--- config.mk ---
export PLATFORM = sky130hd
export DESIGN_NAME = aals_unit
export DESIGN_NICKNAME = d
export VERILOG_FILES = /design/src/hw/aals_pkg.sv /design/src/hw/aals_shifter.sv /design/src/hw/aals_flags.sv /design/src/hw/aals_unit.sv
export SDC_FILE = /design/constraint.sdc
export NUM_CORES = 1
export LEC_CHECK = 0
export BUFFER_PORTS_ARGS = -buffer_cell sky130_fd_sc_hd__buf_2
export CAP_MARGIN = 20
export CORE_MARGIN = 2
export CORE_UTILIZATION = 50
export CTS_CLUSTER_DIAMETER = 200
export DETAILED_ROUTE_END_ITERATION = 16
export PLACE_DENSITY_LB_ADDON = 0.08
export SYNTH_ARGS = -nofsm -noshare
export SYNTH_HDL_FRONTEND = slang
export SYNTH_SLANG_ARGS = --single-unit
--- constraint.sdc ---
create_clock -name clk -period 5.9 [get_ports clk]
set_input_delay 0.59 -clock clk [delete_from_list [all_inputs] [get_ports clk]]
set_output_delay 0.59 -clock clk [all_outputs]
set_load 0.05 [all_outputs]
--- src/hw/aals_pkg.sv ---
// Constants, field positions and encodings shared by the accumulator add, logic and shift unit.
package aals_pkg;

  // ==========================================================================
  // Widths
  // ==========================================================================
  localparam int ACC_W  = 40;
  localparam int WORD_W = 16;
  localparam int CTRL_W = 8;
  localparam int CNT_W  = 6;

  // ==========================================================================
  // Condition flag bit positions
  // ==========================================================================
  localparam int FLG_C = 0;
  localparam int FLG_V = 1;
  localparam int FLG_Z = 2;
  localparam int FLG_N = 3;
  localparam int FLG_U = 4;
  localparam int FLG_E = 5;
  localparam int FLG_L = 6;
  localparam int FLG_S = 7;

  // ==========================================================================
  // Values after reset
  // ==========================================================================
  localparam logic [ACC_W-1:0]  ACC_RST  = 40'h00_0000_0000;
  localparam logic [CTRL_W-1:0] FLG_RST  = 8'h00;
  localparam logic [CTRL_W-1:0] CTRL_RST = 8'h00;

  // ==========================================================================
  // Instruction, operand and register encodings
  // ==========================================================================
  typedef enum logic [2:0] {
    OP_HALVE_ADD        = 3'h0,
    OP_AND_UPPER        = 3'h1,
    OP_AND_CTRL         = 3'h2,
    OP_ARITH_SHIFT_LEFT = 3'h3,
    OP_ARITH_SHIFT_CNT  = 3'h4
  } aals_op_e;

  localparam logic       DEST_A        = 1'b0;
  localparam logic [1:0] AND_SRC_REG   = 2'h0;
  localparam logic [1:0] AND_SRC_SHORT = 2'h1;
  localparam logic [1:0] AND_SRC_LONG  = 2'h2;

  localparam logic [1:0] IN_X0 = 2'h0;
  localparam logic [1:0] IN_X1 = 2'h1;
  localparam logic [1:0] IN_Y0 = 2'h2;

  localparam logic [1:0] CTL_MODE  = 2'h0;
  localparam logic [1:0] CTL_FLAGS = 2'h1;
  localparam logic [1:0] CTL_OPMOD = 2'h2;

  localparam logic [2:0] CNT_X0 = 3'h0;
  localparam logic [2:0] CNT_X1 = 3'h1;
  localparam logic [2:0] CNT_Y0 = 3'h2;
  localparam logic [2:0] CNT_Y1 = 3'h3;
  localparam logic [2:0] CNT_A1 = 3'h4;
  localparam logic [2:0] CNT_B1 = 3'h5;

  localparam logic [2:0] LD_ACC_A = 3'h0;
  localparam logic [2:0] LD_ACC_B = 3'h1;
  localparam logic [2:0] LD_FLAGS = 3'h2;
  localparam logic [2:0] LD_MODE  = 3'h3;
  localparam logic [2:0] LD_OPMOD = 3'h4;
  localparam logic [2:0] LD_EXTOM = 3'h5;

  localparam logic [CNT_W-1:0] MAX_SHIFT = 6'h28;

endpackage : aals_pkg

--- src/hw/aals_shifter.sv ---
// Left shifter of the accumulator with last-bit-out carry and sign-change overflow.
`timescale 1ns/10ps
module aals_shifter (
  input  wire logic [39:0] operand,
  input  wire logic [5:0]  count,
  output logic      [39:0] result,
  output logic             carryOut,
  output logic             overflow
);

  logic [38:0] signChange;
  logic [5:0]  outIdx;
  logic        countInRange;

  // ==========================================================================
  // Shift and carry
  // ==========================================================================
  assign result       = operand << count;
  assign countInRange = (count != 6'h00) && (count <= aals_pkg::MAX_SHIFT);
  assign outIdx       = aals_pkg::MAX_SHIFT - count;
  // A zero count forces the carry low rather than reporting bit 40.
  assign carryOut     = countInRange ? operand[outIdx] : 1'b0;

  // ==========================================================================
  // Overflow: any bit that passes through position 39 and differs from it
  // ==========================================================================
  genvar i;
  generate
    for (i = 0; i < 39; i++) begin : g_chg
      localparam logic [5:0] DIST = 6'(39 - i);
      assign signChange[i] = (operand[i] ^ operand[39]) && (DIST <= count);
    end
  endgenerate
  assign overflow = |signChange;

endmodule : aals_shifter

--- src/hw/aals_flags.sv ---
// Standard condition flag evaluation of a 40-bit accumulator result.
`timescale 1ns/10ps
module aals_flags (
  input  wire logic [39:0] result,
  input  wire logic        overflowIn,
  input  wire logic        carryIn,
  input  wire logic [7:0]  flagsIn,
  output logic      [7:0]  flagsOut
);

  logic extInUse;
  logic unnorm;

  assign extInUse = !((&result[39:31]) || !(|result[39:31]));
  assign unnorm   = !(result[31] ^ result[30]);

  // Scaling and limit are sticky, so they only ever set here.
  assign flagsOut[aals_pkg::FLG_S] = flagsIn[aals_pkg::FLG_S] | (result[31] ^ result[30]);
  assign flagsOut[aals_pkg::FLG_L] = flagsIn[aals_pkg::FLG_L] | overflowIn;
  assign flagsOut[aals_pkg::FLG_E] = extInUse;
  assign flagsOut[aals_pkg::FLG_U] = unnorm;
  assign flagsOut[aals_pkg::FLG_N] = result[39];
  assign flagsOut[aals_pkg::FLG_Z] = (result == 40'h00_0000_0000);
  assign flagsOut[aals_pkg::FLG_V] = overflowIn;
  assign flagsOut[aals_pkg::FLG_C] = carryIn;

endmodule : aals_flags

--- src/hw/aals_unit.sv ---
// Accumulator add, logic and shift unit with its accumulators and control registers.
`timescale 1ns/10ps

// Notes on behaviour
// - Halve-add: shift destination right one keeping sign, add source, store.
// - Halve-add carry always correct; overflow only from the addition.
// - Halve-add source is the other accumulator.
// - Halve-add updates S, L, E, U, N, Z, C by standard definitions.
// - AND touches destination bits 31 to 16 only.
// - AND source: input register, short or long immediate; 16 bits wide.
// - Six-bit short immediate is unsigned and zero extended to 16 bits.
// - Two-bit field picks X0, X1, Y0 or Y1 as AND source.
// - After AND, N equals result bit 31.
// - After AND, Z means bits 31 to 16 are zero; V cleared.
// - AND immediate with control register: eight-bit mask stored back.
// - Two-bit field picks mode, flags, operating mode or extended mode.
// - Flags change only when the flags register is that destination.
// - Each flag is cleared where the matching mask bit is zero.
// - Single left shift: old MSB into carry, zero into LSB.
// - Multi left shift: zero fill, last bit out of 39 into carry.
// - Count from six-bit immediate or low six bits of X0, X1, Y0, Y1, A1 or B1.
// - Zero shift count clears carry.
// - Left shift is 40 bits wide and flags signed overflow.
// - Overflow set when bit 39 changes at any time during the shift.
module aals_unit (
  input  wire logic        clk,
  input  wire logic        nrst,
  input  wire logic        opValid,
  input  wire logic [2:0]  opCode,
  input  wire logic        destSel,
  input  wire logic        srcAccSel,
  input  wire logic [1:0]  andSrcKind,
  input  wire logic [1:0]  input_register_select,
  input  wire logic [5:0]  shortImm,
  input  wire logic [15:0] longImm,
  input  wire logic [7:0]  ctrlImm,
  input  wire logic [1:0]  control_register_select,
  input  wire logic        countFromReg,
  input  wire logic [5:0]  shiftImm,
  input  wire logic [2:0]  countRegSel,
  input  wire logic [15:0] x0,
  input  wire logic [15:0] x1,
  input  wire logic [15:0] y0,
  input  wire logic [15:0] y1,
  input  wire logic        loadValid,
  input  wire logic [2:0]  loadSel,
  input  wire logic [39:0] loadData,
  output logic      [39:0] accA,
  output logic      [39:0] accB,
  output logic      [7:0]  conditionFlags,
  output logic      [7:0]  modeRegister,
  output logic      [7:0]  operatingModeRegister,
  output logic      [7:0]  extendedOperatingMode,
  output logic             opDone
);

  // ==========================================================================
  // State
  // ==========================================================================
  logic [39:0] accA_r;
  logic [39:0] accB_r;
  logic [7:0]  conditionFlags_r;
  logic [7:0]  modeRegister_r;
  logic [7:0]  operatingModeRegister_r;
  logic [7:0]  extendedOperatingMode_r;
  logic        opDone_r;
  logic [39:0] accA_nxt;
  logic [39:0] accB_nxt;
  logic [7:0]  conditionFlags_nxt;
  logic [7:0]  modeRegister_nxt;
  logic [7:0]  operatingModeRegister_nxt;
  logic [7:0]  extendedOperatingMode_nxt;

  // ==========================================================================
  // Instruction decode
  // ==========================================================================
  logic opHalve;
  logic opAnd;
  logic opAndCtrl;
  logic opShift1;
  logic opShiftN;
  logic accWrite;
  logic opAccepted;

  assign opHalve   = opValid && (opCode == aals_pkg::OP_HALVE_ADD);
  assign opAnd     = opValid && (opCode == aals_pkg::OP_AND_UPPER);
  assign opAndCtrl = opValid && (opCode == aals_pkg::OP_AND_CTRL);
  assign opShift1  = opValid && (opCode == aals_pkg::OP_ARITH_SHIFT_LEFT);
  assign opShiftN  = opValid && (opCode == aals_pkg::OP_ARITH_SHIFT_CNT);
  assign accWrite  = opHalve || opAnd || opShift1 || opShiftN;
  assign opAccepted = accWrite || opAndCtrl;

  logic [39:0] destAcc;
  logic [39:0] otherAcc;

  assign destAcc  = (destSel == aals_pkg::DEST_A) ? accA_r : accB_r;
  assign otherAcc = (destSel == aals_pkg::DEST_A) ? accB_r : accA_r;

  // ==========================================================================
  // Halve and add
  // ==========================================================================
  logic [39:0] halfDest;
  logic [40:0] halveSum;
  logic        halveV;
  logic        halveC;

  assign halfDest = {destAcc[39], destAcc[39:1]};
  assign halveSum = {1'b0, halfDest} + {1'b0, otherAcc};
  assign halveC   = halveSum[40];
  // The halving cannot change the sign, so only the add can overflow.
  assign halveV   = (halfDest[39] == otherAcc[39]) && (halveSum[39] != halfDest[39]);

  // ==========================================================================
  // Logical AND on the upper word
  // ==========================================================================
  logic [15:0] inputReg;
  logic [15:0] andSrc;
  logic [15:0] andUpper;
  logic [39:0] andAcc;

  assign inputReg = (input_register_select == aals_pkg::IN_X0) ? x0 :
                    (input_register_select == aals_pkg::IN_X1) ? x1 :
                    (input_register_select == aals_pkg::IN_Y0) ? y0 : y1;
  assign andSrc   = (andSrcKind == aals_pkg::AND_SRC_SHORT) ? {10'h000, shortImm} :
                    (andSrcKind == aals_pkg::AND_SRC_LONG)  ? longImm : inputReg;
  assign andUpper = destAcc[31:16] & andSrc;
  assign andAcc   = {destAcc[39:32], andUpper, destAcc[15:0]};

  // ==========================================================================
  // Arithmetic left shift
  // ==========================================================================
  logic [15:0] countReg;
  logic [5:0]  shiftCount;
  logic [5:0]  shifterCount;
  logic [39:0] shifterIn;
  logic [39:0] shiftResult;
  logic        shiftC;
  logic        shiftV;

  assign countReg = (countRegSel == aals_pkg::CNT_X0) ? x0 :
                    (countRegSel == aals_pkg::CNT_X1) ? x1 :
                    (countRegSel == aals_pkg::CNT_Y0) ? y0 :
                    (countRegSel == aals_pkg::CNT_Y1) ? y1 :
                    (countRegSel == aals_pkg::CNT_A1) ? accA_r[31:16] :
                    (countRegSel == aals_pkg::CNT_B1) ? accB_r[31:16] : 16'h0000;
  // Only the low six bits count; the rest of the register is ignored.
  assign shiftCount   = countFromReg ? countReg[5:0] : shiftImm;
  assign shifterCount = opShiftN ? shiftCount : 6'h01;
  assign shifterIn    = opShiftN ? (srcAccSel ? accB_r : accA_r) : destAcc;

  aals_shifter aals_shifter_inst (
    .operand  (shifterIn),
    .count    (shifterCount),
    .result   (shiftResult),
    .carryOut (shiftC),
    .overflow (shiftV)
  );

  // ==========================================================================
  // Result and flag selection
  // ==========================================================================
  logic [39:0] accResult;
  logic        arithV;
  logic        arithC;
  logic [7:0]  arithFlags;
  logic [7:0]  andFlags;
  logic [7:0]  ctrlTarget;
  logic [7:0]  ctrlMasked;

  assign accResult = opHalve ? halveSum[39:0] : (opAnd ? andAcc : shiftResult);
  assign arithV    = opHalve ? halveV : shiftV;
  assign arithC    = opHalve ? halveC : shiftC;

  aals_flags aals_flags_inst (
    .result     (accResult),
    .overflowIn (arithV),
    .carryIn    (arithC),
    .flagsIn    (conditionFlags_r),
    .flagsOut   (arithFlags)
  );

  assign andFlags = {arithFlags[aals_pkg::FLG_S], conditionFlags_r[6:4], andUpper[15],
                     (andUpper == 16'h0000), 1'b0, conditionFlags_r[0]};

  assign ctrlTarget = (control_register_select == aals_pkg::CTL_MODE)  ? modeRegister_r :
                      (control_register_select == aals_pkg::CTL_FLAGS) ? conditionFlags_r :
                      (control_register_select == aals_pkg::CTL_OPMOD) ?
                        operatingModeRegister_r : extendedOperatingMode_r;
  assign ctrlMasked = ctrlTarget & ctrlImm;

  // ==========================================================================
  // Next values; an instruction takes precedence over a load in the same cycle
  // ==========================================================================
  logic ctlMode;
  logic ctlFlags;
  logic ctlOpMode;
  logic ctlExtMode;
  logic ldIdle;

  assign ctlMode    = opAndCtrl && (control_register_select == aals_pkg::CTL_MODE);
  assign ctlFlags   = opAndCtrl && (control_register_select == aals_pkg::CTL_FLAGS);
  assign ctlOpMode  = opAndCtrl && (control_register_select == aals_pkg::CTL_OPMOD);
  assign ctlExtMode = opAndCtrl && !ctlMode && !ctlFlags && !ctlOpMode;
  assign ldIdle     = loadValid && !opValid;

  assign accA_nxt = (accWrite && destSel == aals_pkg::DEST_A) ? accResult :
                    (ldIdle && loadSel == aals_pkg::LD_ACC_A) ? loadData : accA_r;
  assign accB_nxt = (accWrite && destSel != aals_pkg::DEST_A) ? accResult :
                    (ldIdle && loadSel == aals_pkg::LD_ACC_B) ? loadData : accB_r;

  assign conditionFlags_nxt =
    opAnd                                   ? andFlags :
    (opHalve || opShift1 || opShiftN)       ? arithFlags :
    ctlFlags                                ? ctrlMasked :
    (ldIdle && loadSel == aals_pkg::LD_FLAGS) ? loadData[7:0] : conditionFlags_r;

  assign modeRegister_nxt = ctlMode ? ctrlMasked :
    (ldIdle && loadSel == aals_pkg::LD_MODE) ? loadData[7:0] : modeRegister_r;
  assign operatingModeRegister_nxt = ctlOpMode ? ctrlMasked :
    (ldIdle && loadSel == aals_pkg::LD_OPMOD) ? loadData[7:0] : operatingModeRegister_r;
  assign extendedOperatingMode_nxt = ctlExtMode ? ctrlMasked :
    (ldIdle && loadSel == aals_pkg::LD_EXTOM) ? loadData[7:0] : extendedOperatingMode_r;

  // ==========================================================================
  // Registers
  // ==========================================================================
  always_ff @(posedge clk or negedge nrst) begin
    if (!nrst) begin
      accA_r                  <= aals_pkg::ACC_RST;
      accB_r                  <= aals_pkg::ACC_RST;
      conditionFlags_r        <= aals_pkg::FLG_RST;
      modeRegister_r          <= aals_pkg::CTRL_RST;
      operatingModeRegister_r <= aals_pkg::CTRL_RST;
      extendedOperatingMode_r <= aals_pkg::CTRL_RST;
      opDone_r                <= 1'b0;
    end else begin
      accA_r                  <= accA_nxt;
      accB_r                  <= accB_nxt;
      conditionFlags_r        <= conditionFlags_nxt;
      modeRegister_r          <= modeRegister_nxt;
      operatingModeRegister_r <= operatingModeRegister_nxt;
      extendedOperatingMode_r <= extendedOperatingMode_nxt;
      opDone_r                <= opAccepted;
    end
  end

  assign accA                  = accA_r;
  assign accB                  = accB_r;
  assign conditionFlags        = conditionFlags_r;
  assign modeRegister          = modeRegister_r;
  assign operatingModeRegister = operatingModeRegister_r;
  assign extendedOperatingMode = extendedOperatingMode_r;
  assign opDone                = opDone_r;

  // ==========================================================================
  // Checks
  // ==========================================================================
  logic [39:0] expectHalveA;
  logic [39:0] expectHalveB;

  // Computed from the registers independently of the datapath mux chain.
  assign expectHalveA = 40'({accA_r[39], accA_r[39:1]} + accB_r);
  assign expectHalveB = 40'({accB_r[39], accB_r[39:1]} + accA_r);

  AST_HALVE_ADD_A: assert property (@(posedge clk) disable iff (!nrst)
    (opHalve && destSel == aals_pkg::DEST_A) |=> accA_r == $past(expectHalveA))
    else $error("halve-add result into A is wrong");

  AST_HALVE_SRC_OTHER: assert property (@(posedge clk) disable iff (!nrst)
    (opHalve && destSel != aals_pkg::DEST_A) |=> $stable(accA_r))
    else $error("halve-add into B disturbed A");

  AST_AND_KEEP: assert property (@(posedge clk) disable iff (!nrst)
    (opAnd && destSel == aals_pkg::DEST_A) |=>
      (accA_r[39:32] == $past(accA_r[39:32])) && (accA_r[15:0] == $past(accA_r[15:0])))
    else $error("AND changed bits outside 31 to 16");

  AST_AND_FLAGS: assert property (@(posedge clk) disable iff (!nrst)
    (opAnd && destSel == aals_pkg::DEST_A) |=>
      (conditionFlags_r[aals_pkg::FLG_N] == accA_r[31]) &&
      (conditionFlags_r[aals_pkg::FLG_Z] == (accA_r[31:16] == 16'h0000)) &&
      !conditionFlags_r[aals_pkg::FLG_V])
    else $error("AND flags do not match the result");

  AST_CTRL_FLAGS_HOLD: assert property (@(posedge clk) disable iff (!nrst)
    (opAndCtrl && control_register_select != aals_pkg::CTL_FLAGS) |=> $stable(conditionFlags_r))
    else $error("control AND changed the flags");

  AST_CTRL_FLAGS_CLEAR: assert property (@(posedge clk) disable iff (!nrst)
    ctlFlags |=> (conditionFlags_r == ($past(conditionFlags_r) & $past(ctrlImm))))
    else $error("flag mask not applied");

  AST_SHIFT1_CARRY: assert property (@(posedge clk) disable iff (!nrst)
    (opShift1 && destSel == aals_pkg::DEST_A) |=>
      (conditionFlags_r[aals_pkg::FLG_C] == $past(accA_r[39])) && !accA_r[0])
    else $error("single shift carry or fill wrong");

  AST_SHIFT_ZERO_CARRY: assert property (@(posedge clk) disable iff (!nrst)
    (opShiftN && shiftCount == 6'h00) |=> !conditionFlags_r[aals_pkg::FLG_C])
    else $error("zero count left carry set");

  AST_SHIFT1_OVERFLOW: assert property (@(posedge clk) disable iff (!nrst)
    (opShift1 && destSel == aals_pkg::DEST_A) |=>
      conditionFlags_r[aals_pkg::FLG_V] == ($past(accA_r[39]) ^ $past(accA_r[38])))
    else $error("single shift overflow wrong");

  AST_HALVE_ADD_B: assert property (@(posedge clk) disable iff (!nrst)
    (opHalve && destSel != aals_pkg::DEST_A) |=> accB_r == $past(expectHalveB))
    else $error("halve-add result into B is wrong");

  AST_HALVE_SHIFT_NO_V: assert property (@(posedge clk) disable iff (!nrst)
    (opHalve && (destAcc[39] != otherAcc[39])) |=> !conditionFlags_r[aals_pkg::FLG_V])
    else $error("halve-add flagged overflow for operands of unlike sign");

  AST_AND_LONG_B: assert property (@(posedge clk) disable iff (!nrst)
    (opAnd && destSel != aals_pkg::DEST_A && andSrcKind == aals_pkg::AND_SRC_LONG) |=>
      accB_r[31:16] == ($past(accB_r[31:16]) & $past(longImm)))
    else $error("AND with long immediate gave a wrong upper word");

  AST_AND_SHORT_ZERO_EXT: assert property (@(posedge clk) disable iff (!nrst)
    (opAnd && destSel != aals_pkg::DEST_A && andSrcKind == aals_pkg::AND_SRC_SHORT) |=>
      accB_r[31:22] == 10'h000)
    else $error("short immediate was not zero extended");

  AST_CTRL_MODE_MASK: assert property (@(posedge clk) disable iff (!nrst)
    ctlMode |=> modeRegister_r == ($past(modeRegister_r) & $past(ctrlImm)))
    else $error("mode register mask not applied");

  AST_SHIFTN_LAST_CARRY: assert property (@(posedge clk) disable iff (!nrst)
    (opShiftN && srcAccSel && shiftCount == aals_pkg::MAX_SHIFT) |=>
      conditionFlags_r[aals_pkg::FLG_C] == $past(accB_r[0]))
    else $error("full-width shift carry is not the last bit out");

  AST_SHIFTN_OVERFLOW: assert property (@(posedge clk) disable iff (!nrst)
    (opShiftN && shiftCount == 6'h01) |=>
      conditionFlags_r[aals_pkg::FLG_V] == ($past(shifterIn[39]) ^ $past(shifterIn[38])))
    else $error("one-place shift overflow wrong");

  AST_ONE_CYCLE: assert property (@(posedge clk) disable iff (!nrst)
    opAccepted |=> opDone_r ##1 (opDone_r == $past(opAccepted)))
    else $error("instruction did not complete in one cycle");

endmodule : aals_unit

; ---- Yosys cells after proc, flatten, opt, wreduce, memory -nomap -nowiden
; Index checks and enable logic that the tools add are counted.
; W data, S select, Z words.
[totals]
ff_bits = 113
latchBits = 0
mem_bits_rw = 0
romBits = 0
in_bits = 162
output_inout_bits = 113
word_cells = 255
n_memories = 0
[op_classes]
addsub = 2
mul = 0
n_div = 0
magnitude_cmp = 41
n_eq_ne = 22
shifts = 1
muxes = 41
n_bitwise = 46
reduce_logical = 94
[ops]
columns = op, n
row1 = $mux W40, 10
row2 = $mux W8, 13
row3 = $le A5 B6 Y1 const A, 16
row4 = $mux W16, 5
row5 = $logic_and A1 B1 Y1, 61
row6 = $le A4 B6 Y1 const A, 8
row7 = $le A6 B6 Y1 const A, 8
row8 = $mux W6, 8
row9 = $add A40 B40 Y41, 1
row10 = $logic_not A40 Y1, 1
row11 = $shl A40 B6 Y40, 1
row12 = $xor A1 B1 Y1, 40
row13 = $reduce_or A39 Y1, 1
row14 = $le A3 B6 Y1 const A, 4
row15 = $eq A3 B2 Y1 const B, 6
row16 = $and A16 B16 Y16, 1
row17 = $logic_not A16 Y1, 1
row18 = $eq A3 B3 Y1 const B, 5
row19 = $le A2 B6 Y1 const A, 2
row20 = $reduce_bool A2 Y1, 5
row21 = $eq A3 B1 Y1 const B, 3
row22 = $logic_not A3 Y1, 3
row23 = $reduce_and A9 Y1, 1
row24 = $reduce_or A9 Y1, 1
row25 = 20 further kinds, 42

; ---- Depth between registers and ports, before layout
[logic_depth]
ltp_word = 18
mapped_depth = 24
ltp_nobuf = 20

; ---- By module
; Synthesis repeated with hierarchy kept, for this count alone.
[unflattened]
cells_unflattened = 1931
hier_area_um2 = 15748.9
[by_module_without_submodules]
columns = module, instances, cells_each, area_per_inst_um2, seq_area_each_um2
row1 = aals_unit, 1, 1400, 11700.0, 2827.7
row2 = aals_shifter, 1, 502, 3848.7, 0.0
row3 = aals_flags, 1, 29, 200.2, 0.0

; ---- Worst setup path before layout
; No wires, ideal clock.
[synth_timing]
kind = input-to-reg
startpoint = in destSel
endpoint = reg conditionFlags_r[2], in the netlist conditionFlags[2]
arrival_ns = 5.645
slack_ns = 0.151
path_stages = 22
cell_sequence = buf_1 > clkbuf_1 > clkbuf_1 > clkbuf_1 > mux2_2 > ha_1 > nand2_1 > or3_1 > a211oi_1 > nor2_1 > o21bai_1 > o21ai_1 > a221o_1 > xnor2_1 > o32ai_1 > ha_1 > nand2_1 > nor4_1 > nand2b_1 > nor4b_1 > nand4_1 > o41ai_2
[synth_via]
elab_chain_cells = 8
word_cells_on_any_way = 12
classes_between = add/sub: 1 / shift: 1 / mux: 7 / bitwise: 1 / reduce/logical: 2
[synth_rtl]
columns = item, line_no
row1 = start: declaration, aals_unit.sv:30  ; input wire logic destSel,
row2 = branches (longest 7 deep; another with $add A40 B40 Y41), n/a
row3 = $mux W8 (*), aals_unit.sv:212  ; opAnd ? andFlags :
row4 = end signal: assignment, aals_unit.sv:231  ; conditionFlags_r <= aals_pkg::FLG_RST;
row5 = end signal: assignment, aals_unit.sv:239  ; conditionFlags_r <= conditionFlags_nxt;
row6 = end: declaration, aals_unit.sv:62  ; logic [7:0] conditionFlags_r;
; Mark *: on every way between the ends.
; A chain may end at the register's enable or synchronous reset.

; ---- Worst setup path in the final report
; Same ends and word-level chain as after synthesis.

==> impl_results.md <==
* Drt first pass iters at 7
* Met3 Usage GRT at between 10% and 20%
* Number of synthesized register bits at 113
* Dpl cells at 2634
* Critical Path Source Type: input pin
* Post-synth EDFFs at 0
* Compound-gate portion of the synthesized area at between 20 and 30%
* Yosys cell types at 88
* Slew Viols, Final at 0
* Fillers at 2917
* Max Clk Rate at 0.186 GHz
* Post-synthesis mux area share at approximately 22%
* Clk Tree Root Cell: clkbuf_16
* Site Rows at 64
* PortBufs at ~270
* Syn_area_per_cell at just under 8 sq um
* Pwr/cell area at around 500 nW/um^2
* Post-route ant nets at 0
* Chip Height at 180 um
* Final Non-Filler Cells at roughly 2700
* Peak supply drop at around 0.00039 V
* GR peak layer: met2
* Worst hold path class: input pin to asynchronous set/reset pin
* Global-route wire length before repair at between 100000 and 150000 um
* Pin count of the biggest net entering global routing at between 60 and 70
* Crit-path max FO at 44
* CTS Buffer Depth at 2
* CTS resizes at 0
* Post-Syn Nets at about 2200
* Number of global-route vias before repair at approximately 18000
* Post-DP HPWL at between 60000 and 70000 um
* Crit path DAT at 5720 ps
* WL per Instance at 29.9 um
* Starting Density at 50.8%
* Post-synth ARST share at 100%
* Worst setup path class: input pin to flip-flop
* Post-Syn Instances at approximately 2000
* Pre-CTS WS at 318 ps
* Global Route met1 Usage at 61.8%
* Worst-skew pair later-pin latency at approximately 460 ps
* Xor/xnor share of the synthesized area at approximately 3.0%
* Via count at roughly 19000
* Simple-gate share of the synthesized area at 20.1%
* Most used DFF post-synth: dfrtp_1
* # IOs at around 280
* Final WS setup at 529 ps
* CTS buffer count at 17
* Clock Pin Slew Worst Setup and Hold Paths at about 60 ps
* Total congestion overflow at 0
* Setup Buffers After CTS at 0
* Slew headroom at between 20% and 30%
* Largest family of logic cells by synthesized area: compound AO/OA/AOI/OAI gates
* GP Congestion at approximately 1.1
* # DRC at 0
* H-tree Lvls at 4
* Post-route clock skew at between 15 and 20 ps
* Die width at roughly 180 um
* Nets@finish at about 2500
* Least-Margin Pin Slew at about 1100 ps
* Max Cap Violations at 0
* Fin crit period at approximately 5400 ps
* Fin. Hold Viols at 0
* CTS tree: done
* Core Area at a little over 30000 sq um
* RSZ-0062 raised after global routing: false
* Final worst-path cycle share at 91.0%
* Leakage power figure at 7.85 nW
* Layout cells sized above 1 at 27.0%
* Setup crit end kind: flip-flop
* TritonCTS Sinks at 113
* Adder-Cell Fraction of Synth Area at under 10%
* CTS Hold Bufs at 0
* Final core area utilization at roughly three fifths
* Vias per std cell at 7.29
* Setup TNS at 0 ps
* Total Wirelength at 79700 um
* Outcome: finished clean
* Syn-to-layout area delta at 17.4%
* GRT Total Usage at 47.4%
* Sequential share of the synthesized area at 18.2%
* Iter 0 DRT Violations at between 3000 and 4000
* Final setup vio count at 0
* Initial antenna violation count at 2
* Data required, critical path at 6250 ps
* M2 GR Usage at approximately 70%
* Die area at between 30000 and 40000 sq um
* Syn. warnings at 0
* Mapped Area at 15600 sq um
[sequential cells by signal, indices dropped and copies added (netlist names)]
| signal | cells |
|---|---|
| accA | 40 |
| accB | 40 |
| conditionFlags | 8 |
| extendedOperatingMode | 8 |
| modeRegister | 8 |
| operatingModeRegister | 8 |
| opDone | 1 |
[cell families (layout without fill, tap and decap cells)]
kind of cell | after synthesis | in the layout
buffers and inverters | 179 | 439
multiplexers | 288 | 288
flip-flops | 113 | 113
AND/OR/NAND/NOR | 656 | 656
adder cells (fa/ha/maj) | 46 | 46
AO/OA/AOI/OAI | 674 | 674
other | 0 | 1
XOR/XNOR | 54 | 54
[cell usage after synthesis (all sizes together), types with 14 or more instances]
library cell,instances,area (sq um)
a211oi,33,248
a21o,25,188
a21oi,154,774
a22oi,19,143
a31oi,32,206
buf,57,304
clkbuf,92,345
dfrtp,113,2830
ha,44,551
inv,29,109
mux2,140,1580
mux2i,123,1340
mux4,25,563
nand2,220,826
nand2b,14,87.6
nand3,112,561
nand4,34,213
nor2,129,484
nor2b,38,238
nor3,33,175
o211ai,35,263
o21ai,190,951
o221ai,14,123
o22ai,34,213
xnor2,31,272
xor2,23,201
[stage by stage]
stage | hold slack [ps] | total power (W) | area (sq um)
6_report | 258 | 0.00893 | 18300
4_1_cts | 270 | 0.00862 | 18300
5_1_grt | 326 | 0.00923 | 18300
3_3_place_gp | 498 | 0.00748 | 17700
2_1_floorplan | 294 | 0.00539 | 15600
3_5_place_dp | 526 | 0.00751 | 17700
[final timing paths]
check                                                  from                             to  slack [ps]  cells past startpoint
worst min register to register  modeRegister[0]$_DFFE_PN0P_    modeRegister[0]$_DFFE_PN0P_         540                      1
max in group asynchronous                              nrst               opDone$_DFF_PN0_        4440                      2
worst max register to register         accA[16]$_DFFE_PN0P_  conditionFlags[6]$_DFFE_PN0P_         830                     16
worst min-delay path                                   nrst           accA[13]$_DFFE_PN0P_         260                      1
worst max-delay path                                destSel  conditionFlags[2]$_DFFE_PN0P_         530                     17
min in group clk                                 ctrlImm[7]    modeRegister[7]$_DFFE_PN0P_         380                      3
[power by group]
group / total, W / internal (W) / switching [W]
Clock: 0.00108 / 0.000655 / 0.000423
Combinational: 0.00633 / 0.00213 / 0.00421
Sequential: 0.00151 / 0.00102 / 0.000492
Total: 0.00893 / 0.00380 / 0.00512
[metal layers]
layer / wire, um / share of wire [%] / vias to the layer above
met1: 29700 / 37 / 9194
met4: 5240 / 6.6 / 0
met5: 0 / 0 / -
li1: - / - / 8179
met3: 11100 / 14 / 371
met2: 33600 / 42 / 1692
[cell usage in the layout, fill, tap and decap left out, types with 17 or more instances in the layout]
cell       count
nand3_1      112
o211ai_1      35
a22oi_1       19
xor2_1        23
a21o_1        25
buf_4        103
o22ai_1       34
a211oi_1      33
nor2_1       127
nand4_1       34
xnor2_1       31
mux4_2        25
mux2_2       140
nor2b_1       38
ha_1          44
nand2_1      220
buf_2        272
a31oi_1       31
dfrtp_1      113
mux2i_1      105
o21ai_1       38
nor3_1        29
clkbuf_16     17
a21oi_1      152
inv_1         28
o21ai_0      151
[worst max-delay path, stage by stage]
cell,delay (ps)
buf_4,490
mux2_2,440
ha_1,250
inv_1,80
fa_1,180
nand2b_1,180
a21oi_1,130
o21ai_0,630
a211oi_1,200
o31ai_1,820
a21oi_1,210
xnor2_1,190
o21ai_0,140
a31oi_1,260
nand4_1,150
or3_1,460
o41ai_2,280
[area by class of cell]
type | instances | area (sq um) | share of cell area (%)
Timing Repair Buffer | 378 | 2190 | 12.0
Tap cell | 396 | 495 | 2.71
Multi-Input combinational cell | 1718 | 12100 | 65.9
Sequential cell | 113 | 2830 | 15.5
Inverter | 30 | 113 | 0.616
Clock inverter | 11 | 129 | 0.705
Clock buffer | 20 | 467 | 2.55
Antenna cell | 1 | 2.50 | 0.0137
Note: power is estimated with default switching activity, not from simulation.
